File: src/pkg/snm_cfg.svh
`ifndef SNM_CFG_SVH
`define SNM_CFG_SVH

// Core clock period in nanoseconds (25 MHz).
`define SNM_CLK_NS 40

// Reset pulse driven by the master, least time.
`define SNM_RESET_LOW_TIME_NS 480000
`define SNM_RESET_LOW_CYC ((`SNM_RESET_LOW_TIME_NS + `SNM_CLK_NS - 1) / `SNM_CLK_NS)

// Whole listen window after release; it covers presence wait plus presence low.
`define SNM_RESET_REST_NS 480000
`define SNM_RESET_REST_CYC ((`SNM_RESET_REST_NS + `SNM_CLK_NS - 1) / `SNM_CLK_NS)

// Presence is sampled after the longest presence wait and before the shortest end.
`define SNM_PRES_SAMPLE_NS 70000
`define SNM_PRES_SAMPLE_CYC (`SNM_PRES_SAMPLE_NS / `SNM_CLK_NS)

// Longest low level the master may hold outside a reset pulse.
`define SNM_MAX_LOW_NS 120000

// One bit slot: active part plus recovery keeps the rate under 16.3 kbit/s.
`define SNM_SLOT_NS 70000
`define SNM_SLOT_CYC ((`SNM_SLOT_NS + `SNM_CLK_NS - 1) / `SNM_CLK_NS)

// Low time that starts a write-1 or read slot, least time.
`define SNM_LOW1_NS 6000
`define SNM_LOW1_CYC ((`SNM_LOW1_NS + `SNM_CLK_NS - 1) / `SNM_CLK_NS)

// Low time of a write-0 slot, least time.
`define SNM_LOW0_NS 60000
`define SNM_LOW0_CYC ((`SNM_LOW0_NS + `SNM_CLK_NS - 1) / `SNM_CLK_NS)

// Read sample point after the slot's falling edge, longest time.
`define SNM_READ_SAMPLE_NS 13000
`define SNM_READ_SAMPLE_CYC (`SNM_READ_SAMPLE_NS / `SNM_CLK_NS)

// Command codes the user sends with a byte write.
`define SNM_CMD_READ_ID 8'h33
`define SNM_CMD_READ_ID_LEGACY 8'h0F
`define SNM_CMD_ADDRESS 8'h55
`define SNM_CMD_BROADCAST 8'hCC
`define SNM_CMD_ENUMERATE 8'hF0

// Seed of the running check code and identity size in bits.
`define SNM_CRC_SEED 8'h00
`define SNM_ID_BITS 64

// Answer FIFO shape.
`define SNM_FIFO_DEPTH 4
`define SNM_FIFO_WIDTH 8

`endif

File: src/pkg/snm_pkg.sv
package snm_pkg;

    // Operations the user may request on the line.
    typedef enum logic [1:0] {
        SNM_OP_RESET,
        SNM_OP_WRITE,
        SNM_OP_READ,
        SNM_OP_TRIPLET
    } snm_op_t;

    // Sequencer states of the line master.
    typedef enum logic [2:0] {
        SNM_ST_IDLE,
        SNM_ST_RST_LOW,
        SNM_ST_RST_LISTEN,
        SNM_ST_SLOT,
        SNM_ST_PUSH
    } snm_state_t;

endpackage

File: src/verilog/snm_fifo.sv
`timescale 1ns/1ns
module snm_fifo #(
    parameter int WIDTH = 8,
    parameter int DEPTH = 4
) (
    input wire logic core_clk,
    input wire logic rst_n,
    input wire logic clk_en,
    input wire logic in_valid,
    output logic in_ready,
    input wire logic [WIDTH-1:0] in_data,
    output logic out_valid,
    input wire logic out_ready,
    output logic [WIDTH-1:0] out_data
);

    localparam int PW = (DEPTH > 1) ? $clog2(DEPTH) : 1;

    // Storage array, read and written by pointer.
    logic [WIDTH-1:0] mem_q [DEPTH];
    // Write and read pointers.
    logic [PW-1:0] wr_q;
    logic [PW-1:0] rd_q;
    // Fill level; one bit wider so that full and empty differ.
    logic [PW:0] cnt_q;
    logic push;
    logic pop;

    // Handshakes count only on enabled cycles, so the ready flags follow clk_en.
    assign in_ready = clk_en && (cnt_q != (PW + 1)'(DEPTH));
    assign out_valid = clk_en && (cnt_q != '0);
    assign push = in_valid && in_ready;
    assign pop = out_valid && out_ready;
    assign out_data = mem_q[rd_q];

    // Data words are kept without reset; only the pointers and the fill level need a defined start.
    always_ff @(posedge core_clk)
    begin
        if (push)
        begin
            mem_q[wr_q] <= in_data;
        end
    end

    // Pointer and level bookkeeping, wrapping at DEPTH.
    always_ff @(posedge core_clk)
    begin
        if (!rst_n)
        begin
            wr_q <= '0;
            rd_q <= '0;
            cnt_q <= '0;
        end
        else
        begin
            if (push)
            begin
                wr_q <= (wr_q == PW'(DEPTH - 1)) ? '0 : wr_q + 1'b1;
            end
            if (pop)
            begin
                rd_q <= (rd_q == PW'(DEPTH - 1)) ? '0 : rd_q + 1'b1;
            end
            if (push && !pop)
            begin
                cnt_q <= cnt_q + 1'b1;
            end
            else if (pop && !push)
            begin
                cnt_q <= cnt_q - 1'b1;
            end
        end
    end

endmodule

File: src/verilog/snm_master.sv
`timescale 1ns/1ns
`include "snm_cfg.svh"
module snm_master
    import snm_pkg::*;
#(
    parameter logic [15:0] RESET_LOW_CYC = 16'(`SNM_RESET_LOW_CYC),
    parameter logic [15:0] RESET_REST_CYC = 16'(`SNM_RESET_REST_CYC)
) (
    input wire logic core_clk,
    input wire logic rst_n,
    input wire logic clk_en,
    input wire logic cmd_valid,
    output logic cmd_ready,
    input wire snm_op_t cmd_op,
    input wire logic [7:0] cmd_data,
    output logic rsp_valid,
    input wire logic rsp_ready,
    output logic [7:0] rsp_data,
    output logic busy,
    output logic crc_ok,
    input wire logic line_i,
    output logic line_o,
    output logic line_oe
);

    // Timing counts sized to the slot counter.
    localparam logic [15:0] SLOT_CYC = 16'(`SNM_SLOT_CYC);
    localparam logic [15:0] LOW1_CYC = 16'(`SNM_LOW1_CYC);
    localparam logic [15:0] LOW0_CYC = 16'(`SNM_LOW0_CYC);
    localparam logic [15:0] READ_SAMPLE_CYC = 16'(`SNM_READ_SAMPLE_CYC);
    localparam logic [15:0] PRES_SAMPLE_CYC = 16'(`SNM_PRES_SAMPLE_CYC);

    // Two-stage synchroniser for the shared line.
    logic line_s1_q;
    logic line_s2_q;
    // Sequencer state and its cycle counter.
    snm_state_t state_q;
    logic [15:0] cnt_q;
    // Operation in progress.
    snm_op_t op_q;
    // Byte shifter and bit index within the byte.
    logic [7:0] shift_q;
    logic [2:0] bit_q;
    // Step inside an enumeration triplet, and the bits seen in it.
    logic [1:0] step_q;
    logic id_q;
    logic pref_q;
    // Low time of the current slot.
    logic [15:0] low_q;
    // Line level caught at the sample point of the current slot.
    logic smp_q;
    // Presence seen during the last reset listen window.
    logic pres_q;
    // Word waiting to enter the answer FIFO.
    logic [7:0] rsp_q;
    // Registered pin drive.
    logic drive_q;
    // Running check code over received identity bits.
    logic [7:0] crc_q;
    logic crc_ok_q;
    // Check code update request for this cycle.
    logic crc_en;
    logic crc_bit;
    // Slot completion and the derived enumeration direction.
    logic slot_end;
    logic dir;
    logic fifo_ready;
    logic accept;

    // One step of the reflected x8+x5+x4+1 code.
    function automatic logic [7:0] crc_step(input logic [7:0] c, input logic b);
        logic fb;
        fb = c[0] ^ b;
        crc_step = {1'b0, c[7:1]} ^ (fb ? 8'h8C : 8'h00);
    endfunction

    // The line is never driven high; only the enable changes.
    assign line_o = 1'b0;
    assign line_oe = drive_q;
    assign busy = (state_q != SNM_ST_IDLE);
    assign crc_ok = crc_ok_q;
    assign cmd_ready = clk_en && (state_q == SNM_ST_IDLE);
    assign accept = cmd_valid && cmd_ready;
    assign slot_end = (state_q == SNM_ST_SLOT) && (cnt_q == SLOT_CYC - 16'h0001);

    // Enumeration direction: a clear disagreement follows the identity bit,
    // otherwise the user's preferred branch is taken.
    assign dir = (id_q != smp_q) ? id_q : pref_q;

    // The line crosses in from outside, so it is read only after two flops.
    always_ff @(posedge core_clk)
    begin
        if (!rst_n)
        begin
            line_s1_q <= 1'b1;
            line_s2_q <= 1'b1;
        end
        else if (clk_en)
        begin
            line_s1_q <= line_i;
            line_s2_q <= line_s1_q;
        end
    end

    // Pin drive is registered so the open-drain enable cannot glitch.
    // Being one cycle late on both edges keeps every low time unchanged.
    always_ff @(posedge core_clk)
    begin
        if (!rst_n)
        begin
            drive_q <= 1'b0;
        end
        else if (clk_en)
        begin
            if (state_q == SNM_ST_RST_LOW)
            begin
                drive_q <= 1'b1;
            end
            else if (state_q == SNM_ST_SLOT)
            begin
                drive_q <= (cnt_q < low_q);
            end
            else
            begin
                drive_q <= 1'b0;
            end
        end
    end

    // Sample points: read bits early in the slot, presence early in the window.
    always_ff @(posedge core_clk)
    begin
        if (!rst_n)
        begin
            smp_q <= 1'b1;
            pres_q <= 1'b0;
        end
        else if (clk_en)
        begin
            if (state_q == SNM_ST_SLOT && cnt_q == READ_SAMPLE_CYC)
            begin
                smp_q <= line_s2_q;
            end
            if (state_q == SNM_ST_RST_LOW)
            begin
                pres_q <= 1'b0;
            end
            else if (state_q == SNM_ST_RST_LISTEN && cnt_q == PRES_SAMPLE_CYC)
            begin
                pres_q <= ~line_s2_q;
            end
        end
    end

    // Which bit, if any, enters the check code at the end of this slot.
    always_comb
    begin
        crc_en = 1'b0;
        crc_bit = smp_q;
        if (slot_end && op_q == SNM_OP_READ)
        begin
            crc_en = 1'b1;
        end
        else if (slot_end && op_q == SNM_OP_TRIPLET && step_q == 2'd2)
        begin
            crc_en = 1'b1;
            crc_bit = pref_q;
        end
    end

    // Check code: cleared by a reset pulse, zero after a clean 64-bit identity.
    always_ff @(posedge core_clk)
    begin
        if (!rst_n)
        begin
            crc_q <= `SNM_CRC_SEED;
            crc_ok_q <= 1'b0;
        end
        else if (clk_en)
        begin
            if (accept && cmd_op == SNM_OP_RESET)
            begin
                crc_q <= `SNM_CRC_SEED;
                crc_ok_q <= 1'b0;
            end
            else if (crc_en)
            begin
                crc_q <= crc_step(crc_q, crc_bit);
                crc_ok_q <= (crc_step(crc_q, crc_bit) == 8'h00);
            end
        end
    end

    // Main sequencer. A pause with clk_en low freezes the line as it is, but a full answer FIFO
    // stalls only in SNM_ST_PUSH, between slots with the line released, never inside one.
    always_ff @(posedge core_clk)
    begin
        if (!rst_n)
        begin
            state_q <= SNM_ST_IDLE;
            cnt_q <= 16'h0000;
            op_q <= SNM_OP_RESET;
            shift_q <= 8'h00;
            bit_q <= 3'd0;
            step_q <= 2'd0;
            id_q <= 1'b0;
            pref_q <= 1'b0;
            low_q <= 16'h0000;
            rsp_q <= 8'h00;
        end
        else if (clk_en)
        begin
            unique case (state_q)
                // Take a new request; byte and bit operations start a slot at once.
                SNM_ST_IDLE:
                begin
                    if (accept)
                    begin
                        op_q <= cmd_op;
                        cnt_q <= 16'h0000;
                        shift_q <= cmd_data;
                        bit_q <= 3'd0;
                        step_q <= 2'd0;
                        pref_q <= cmd_data[0];
                        low_q <= LOW1_CYC;
                        if (cmd_op == SNM_OP_RESET)
                        begin
                            state_q <= SNM_ST_RST_LOW;
                        end
                        else
                        begin
                            state_q <= SNM_ST_SLOT;
                            if (cmd_op == SNM_OP_WRITE && !cmd_data[0])
                            begin
                                low_q <= LOW0_CYC;
                            end
                        end
                    end
                end
                // Hold the line low for the whole reset pulse.
                SNM_ST_RST_LOW:
                begin
                    cnt_q <= cnt_q + 16'h0001;
                    if (cnt_q == RESET_LOW_CYC - 16'h0001)
                    begin
                        cnt_q <= 16'h0000;
                        state_q <= SNM_ST_RST_LISTEN;
                    end
                end
                // Listen through the presence window, then report presence.
                SNM_ST_RST_LISTEN:
                begin
                    cnt_q <= cnt_q + 16'h0001;
                    if (cnt_q == RESET_REST_CYC - 16'h0001)
                    begin
                        rsp_q <= {7'h00, pres_q};
                        state_q <= SNM_ST_PUSH;
                    end
                end
                // One bit slot; its close decides the next slot or the answer.
                SNM_ST_SLOT:
                begin
                    cnt_q <= cnt_q + 16'h0001;
                    if (slot_end)
                    begin
                        cnt_q <= 16'h0000;
                        low_q <= LOW1_CYC;
                        unique case (op_q)
                            // Command or data byte out, lowest bit first.
                            SNM_OP_WRITE:
                            begin
                                shift_q <= {1'b0, shift_q[7:1]};
                                bit_q <= bit_q + 3'd1;
                                if (bit_q == 3'd7)
                                begin
                                    state_q <= SNM_ST_IDLE;
                                end
                                else if (!shift_q[1])
                                begin
                                    low_q <= LOW0_CYC;
                                end
                            end
                            // Byte in, lowest bit first.
                            SNM_OP_READ:
                            begin
                                shift_q <= {smp_q, shift_q[7:1]};
                                bit_q <= bit_q + 3'd1;
                                if (bit_q == 3'd7)
                                begin
                                    rsp_q <= {smp_q, shift_q[7:1]};
                                    state_q <= SNM_ST_PUSH;
                                end
                            end
                            // Bit, complement, then the chosen direction written back.
                            SNM_OP_TRIPLET:
                            begin
                                step_q <= step_q + 2'd1;
                                if (step_q == 2'd0)
                                begin
                                    id_q <= smp_q;
                                end
                                else if (step_q == 2'd1)
                                begin
                                    pref_q <= dir;
                                    rsp_q <= {5'h00, dir, smp_q, id_q};
                                    if (!dir)
                                    begin
                                        low_q <= LOW0_CYC;
                                    end
                                end
                                else
                                begin
                                    state_q <= SNM_ST_PUSH;
                                end
                            end
                            default:
                            begin
                                state_q <= SNM_ST_IDLE;
                            end
                        endcase
                    end
                end
                // Wait with the line idle until the FIFO takes the answer.
                SNM_ST_PUSH:
                begin
                    if (fifo_ready)
                    begin
                        state_q <= SNM_ST_IDLE;
                    end
                end
            endcase
        end
    end

    // Answers travel through a short FIFO so the user may drain them late.
    snm_fifo #(
        .WIDTH(`SNM_FIFO_WIDTH),
        .DEPTH(`SNM_FIFO_DEPTH)
    ) u_fifo (
        .core_clk(core_clk),
        .rst_n(rst_n),
        .clk_en(clk_en),
        .in_valid(state_q == SNM_ST_PUSH),
        .in_ready(fifo_ready),
        .in_data(rsp_q),
        .out_valid(rsp_valid),
        .out_ready(rsp_ready),
        .out_data(rsp_data)
    );

endmodule
File: config.mk
export PLATFORM = sky130hd
export DESIGN_NAME = snm_master
export DESIGN_NICKNAME = d
export VERILOG_FILES = /design/src/pkg/snm_pkg.sv /design/src/verilog/snm_fifo.sv /design/src/verilog/snm_master.sv
export VERILOG_INCLUDE_DIRS = /design/src /design/src/pkg
export SDC_FILE = /design/constraint.sdc
export NUM_CORES = 1
export LEC_CHECK = 0
export BUFFER_PORTS_ARGS = -buffer_cell sky130_fd_sc_hd__buf_4
export CAP_MARGIN = 20
export CORE_MARGIN = 3
export CORE_UTILIZATION = 45
export CTS_CLUSTER_SIZE = 10
export DETAILED_ROUTE_END_ITERATION = 6
export GPL_ROUTABILITY_DRIVEN = 0
export GPL_TIMING_DRIVEN = 0
export PLACE_DENSITY = 0.72
export SETUP_SLACK_MARGIN = 0.15
export SLEW_MARGIN = 30
export SYNTH_ARGS = -nofsm -noshare
export SYNTH_HDL_FRONTEND = slang
export SYNTH_SLANG_ARGS = --single-unit
File: constraint.sdc
create_clock -name core_clk -period 2.5 [get_ports core_clk]
set_clock_uncertainty 0.1 [all_clocks]
set_input_delay 0.625 -clock core_clk [delete_from_list [all_inputs] [get_ports core_clk]]
set_output_delay 0.625 -clock core_clk [all_outputs]
set_load 0.01 [all_outputs]
==> results_dict.tcl <==
set metrics [dict create \
    comb_power_share_pct 18.0 \
    vias 4152 \
    grt_pass1_vias 4066 \
    ys_warn_count 0 \
    cts_buffers 9 \
    diodes 0 \
    holdBufCountCts 0 \
    use_met3_pct 2.91 \
    synth-edff-count 32 \
    cp.required_ps 2680 \
    grt.overflow.total 0 \
    port_buffers 26 \
    rr_endpoint "crc_ok" \
    yosys-top-cells-area "dfxtp_1, edfxtp_1, ha_1" \
    sequentialPowerShare_pct 46.1 \
    final_hold_viol_count 0 \
    vias_per_cell 5.73 \
    status "completed" \
    swShare_pct 28.4 \
    grt_pass1_wl_mm 19.5 \
    synth_cell_types 74 \
    synth_area_leader_cell "dfxtp_1" \
    ys.flop_type "dfxtp_1" \
    hold_start "bit_q[1]" \
    power_density_mw_per_mm2 635 \
    start_util_pct 46.5 \
    place_hpwl_mm 8.41 \
    worst_setup_path_end_kind "flip-flop" \
    die_area_mm2 0.0126 \
    setup_tns_ps 0 \
    insertion_delay_ps 350 \
    synth_most_common_cell "dfxtp_1" \
    synth_commonest_cells "dfxtp_1, nand2_1, nor2_1, a21oi_1, edfxtp_1" \
    antenna_found_initial 0 \
    p_int_mw 2.78 \
    htreeDepth 3 \
    syn_nets 569 \
    die_w_um 112 \
    clockBufferDepth 2 \
    drtAntennaViolNets 0 \
    switchingPower_mw 1.11 \
    cts_tree "yes" \
    period_share_pct 94.3 \
    die_y_um 112 \
    hold-worst-slack_ps 363 \
    startpoint_type "flip-flop" \
    dr.pass1.iters 5 \
    holdPathEnd "bit_q[1]" \
    cts_sinks 101 \
    reg2reg_depth 11 \
    crit_type "reg -> reg" \
    gr-usage-met2_pct 32.2 \
    area_delta_synth_final_pct 20.5 \
    slew_headroom_pct 60.5 \
    fmaxAchievable_mhz 424 \
    min_period_ps 2360 \
    pin_count 30 \
    r2r_slack_ps 140 \
    syn-instance-count 528 \
    drc 0 \
    critical_path.max_fanout 4 \
    clkTransAtPathRegs_ps 70 \
    setup_viol 0 \
    fp.coreArea_mm2 0.0109 \
    synth_area_mm2 0.00509 \
    drv_slew 0 \
    rsz0062_at_grt "yes" \
    synth_area_per_cell_um2 9.63 \
    yosysTopAreaCellShare_pct 27.2 \
    min_path_cells 2 \
    top_usage_layer "met2" \
    cp_data_arrival_time_ps 2540 \
    pre_cts_ws_ps -205 \
    cts_root_buf "clkbuf_16" \
    synth_seq_cells 101 \
    drive_above_1_share_pct 21.4 \
    power_frac_clock_pct 35.9 \
    p_leak_nw 2.16 \
    num_rows 38 \
    ys_seq_area_share_pct 46.1 \
    wl_per_cell_um 16.3 \
    tightest_slew_ps 593 \
    grt_max_degree 20 \
    drtIter0Drc 345 \
    finalNetCount 620 \
    routed_wl_mm 11.8 \
    ir_drop_mv 0.375 \
    hold_path_class "reg -> reg" \
    grt_usage_pct 18.9 \
    finalWorstSetupSlack_ps 142 \
    worstReg2RegStart "cnt_q[1]" \
    use_met1_pct 23.6 \
    postSynth.asyncResetShare_pct 0 \
    max_cap_viol_count 0 \
]
power by group through the flow:
| stage | clock network [mW] | registers (mW) | logic (mW) |
|---|---|---|---|
| after global routing | 1.50 | 1.80 | 0.760 |
| final | 1.40 | 1.79 | 0.699 |
| after global placement | 0 | 1.83 | 0.592 |
| after floorplan | 0 | 1.81 | 0.442 |
| after detailed placement | 0 | 1.83 | 0.604 |
| after CTS | 1.42 | 1.79 | 0.660 |
worst max-delay path, cell delays in order, from the launching register on:
cell and delay [ps]:
dfxtp_4 360, inv_4 40, ha_4 140, nor4b_4 130, buf_4 150, nand4_1 170
buf_4 150, nor4b_2 40, or3_1 350, buf_6 140, or4_4 410, a21oi_2 130
through the flow:
step           total power, mW  area (um^2)  cells  utilization [%]
2_1_floorplan             2.26         5160    528                -
3_3_place_gp              2.42         5530    694             50.6
3_5_place_dp              2.43         5530    694             50.6
4_1_cts                   3.87         6010    721             55.0
5_1_grt                   4.06         6130    724             56.0
6_report                  3.89         6130    724             56.0
registers in the layout, summed over array words and instances, names as in the netlist, 2 cells and up, named ones only:
signal        cells
u_fifo.mem_q     32
cnt_q            16
crc_q             8
rsp_q             8
shift_q           7
bit_q             3
low_q             3
state_q           3
u_fifo.cnt_q      3
op_q              2
step_q            2
u_fifo.rd_q       2
u_fifo.wr_q       2
repair_timing:
item	in CTS	in global routing
buffers inserted	12	3
endpoints found under the hold margin	0	0
endpoints found under the setup margin	41	51
resized for setup	30	36
pin swaps	7	16
cloned	0	0
cell usage in the layout (no fill, tap or decap), types with 4 or more instances in the layout:
master and instances:
clkbuf_16 9, buf_6 5, mux4_2 8, clkbuf_1 11, and2_1 6, a31oi_1 5, buf_4 41, or3_1 5
nand3_1 22, a21oi_1 30, xor2_1 7, nor3_1 10, inv_1 18, and3_1 4, mux2i_1 16, or4b_1 4
nand2_1 54, dfxtp_2 6, nor2_1 47, edfxtp_1 32, clkbuf_2 4, a311oi_1 7, dfxtp_1 61, nand4_1 17
o21ai_0 19, nand2b_1 6, ha_1 21
routing by layer:
layer / share of wire, % / vias up
met4: 2.5 / 0
met5: 0 / -
li1: - / 2031
met1: 44 / 1987
met3: 3.9 / 26
met2: 50 / 108
logic make-up (layout without fill, tap and decap cells):
logic type | count (synthesis) | count (layout) | synth area share (%)
AO/OA/AOI/OAI | 103 | 103 | 13.0
XOR/XNOR | 11 | 11 | 1.89
adder cells (fa/ha/maj) | 27 | 27 | 6.69
buffers and inverters | 51 | 107 | 3.91
flip-flops | 101 | 101 | 46.1
multiplexers | 25 | 25 | 6.91
other | 1 | 1 | 0.0737
AND/OR/NAND/NOR | 209 | 209 | 21.5
how the worst max path moves through the flow:
stage / startpoint / endpoint / slack (ps) / cells after the start
2_1_floorplan: clk_en / u_fifo.cnt_q[2] / 150 / 9
3_3_place_gp: op_q[0] / crc_ok / -170 / 9
3_5_place_dp: op_q[0] / crc_ok / -200 / 9
4_1_cts: cnt_q[1] / rsp_q[5] / 150 / 8
5_1_grt: cnt_q[1] / crc_ok / 70 / 11
6_report: cnt_q[1] / crc_ok / 140 / 11
final cells by class:
class                   instances  area [um^2]
fillers                       942         4810
multi-input cells             376         2720
flip-flops and latches        101         2360
repair buffers                 41          312
clock buffers                  10          239
plain buffers                  30          194
well taps                     140          175
inverters                      20         77.6
clock inverters                 6         58.8
No activity file was read; power rests on OpenSTA's default activity.
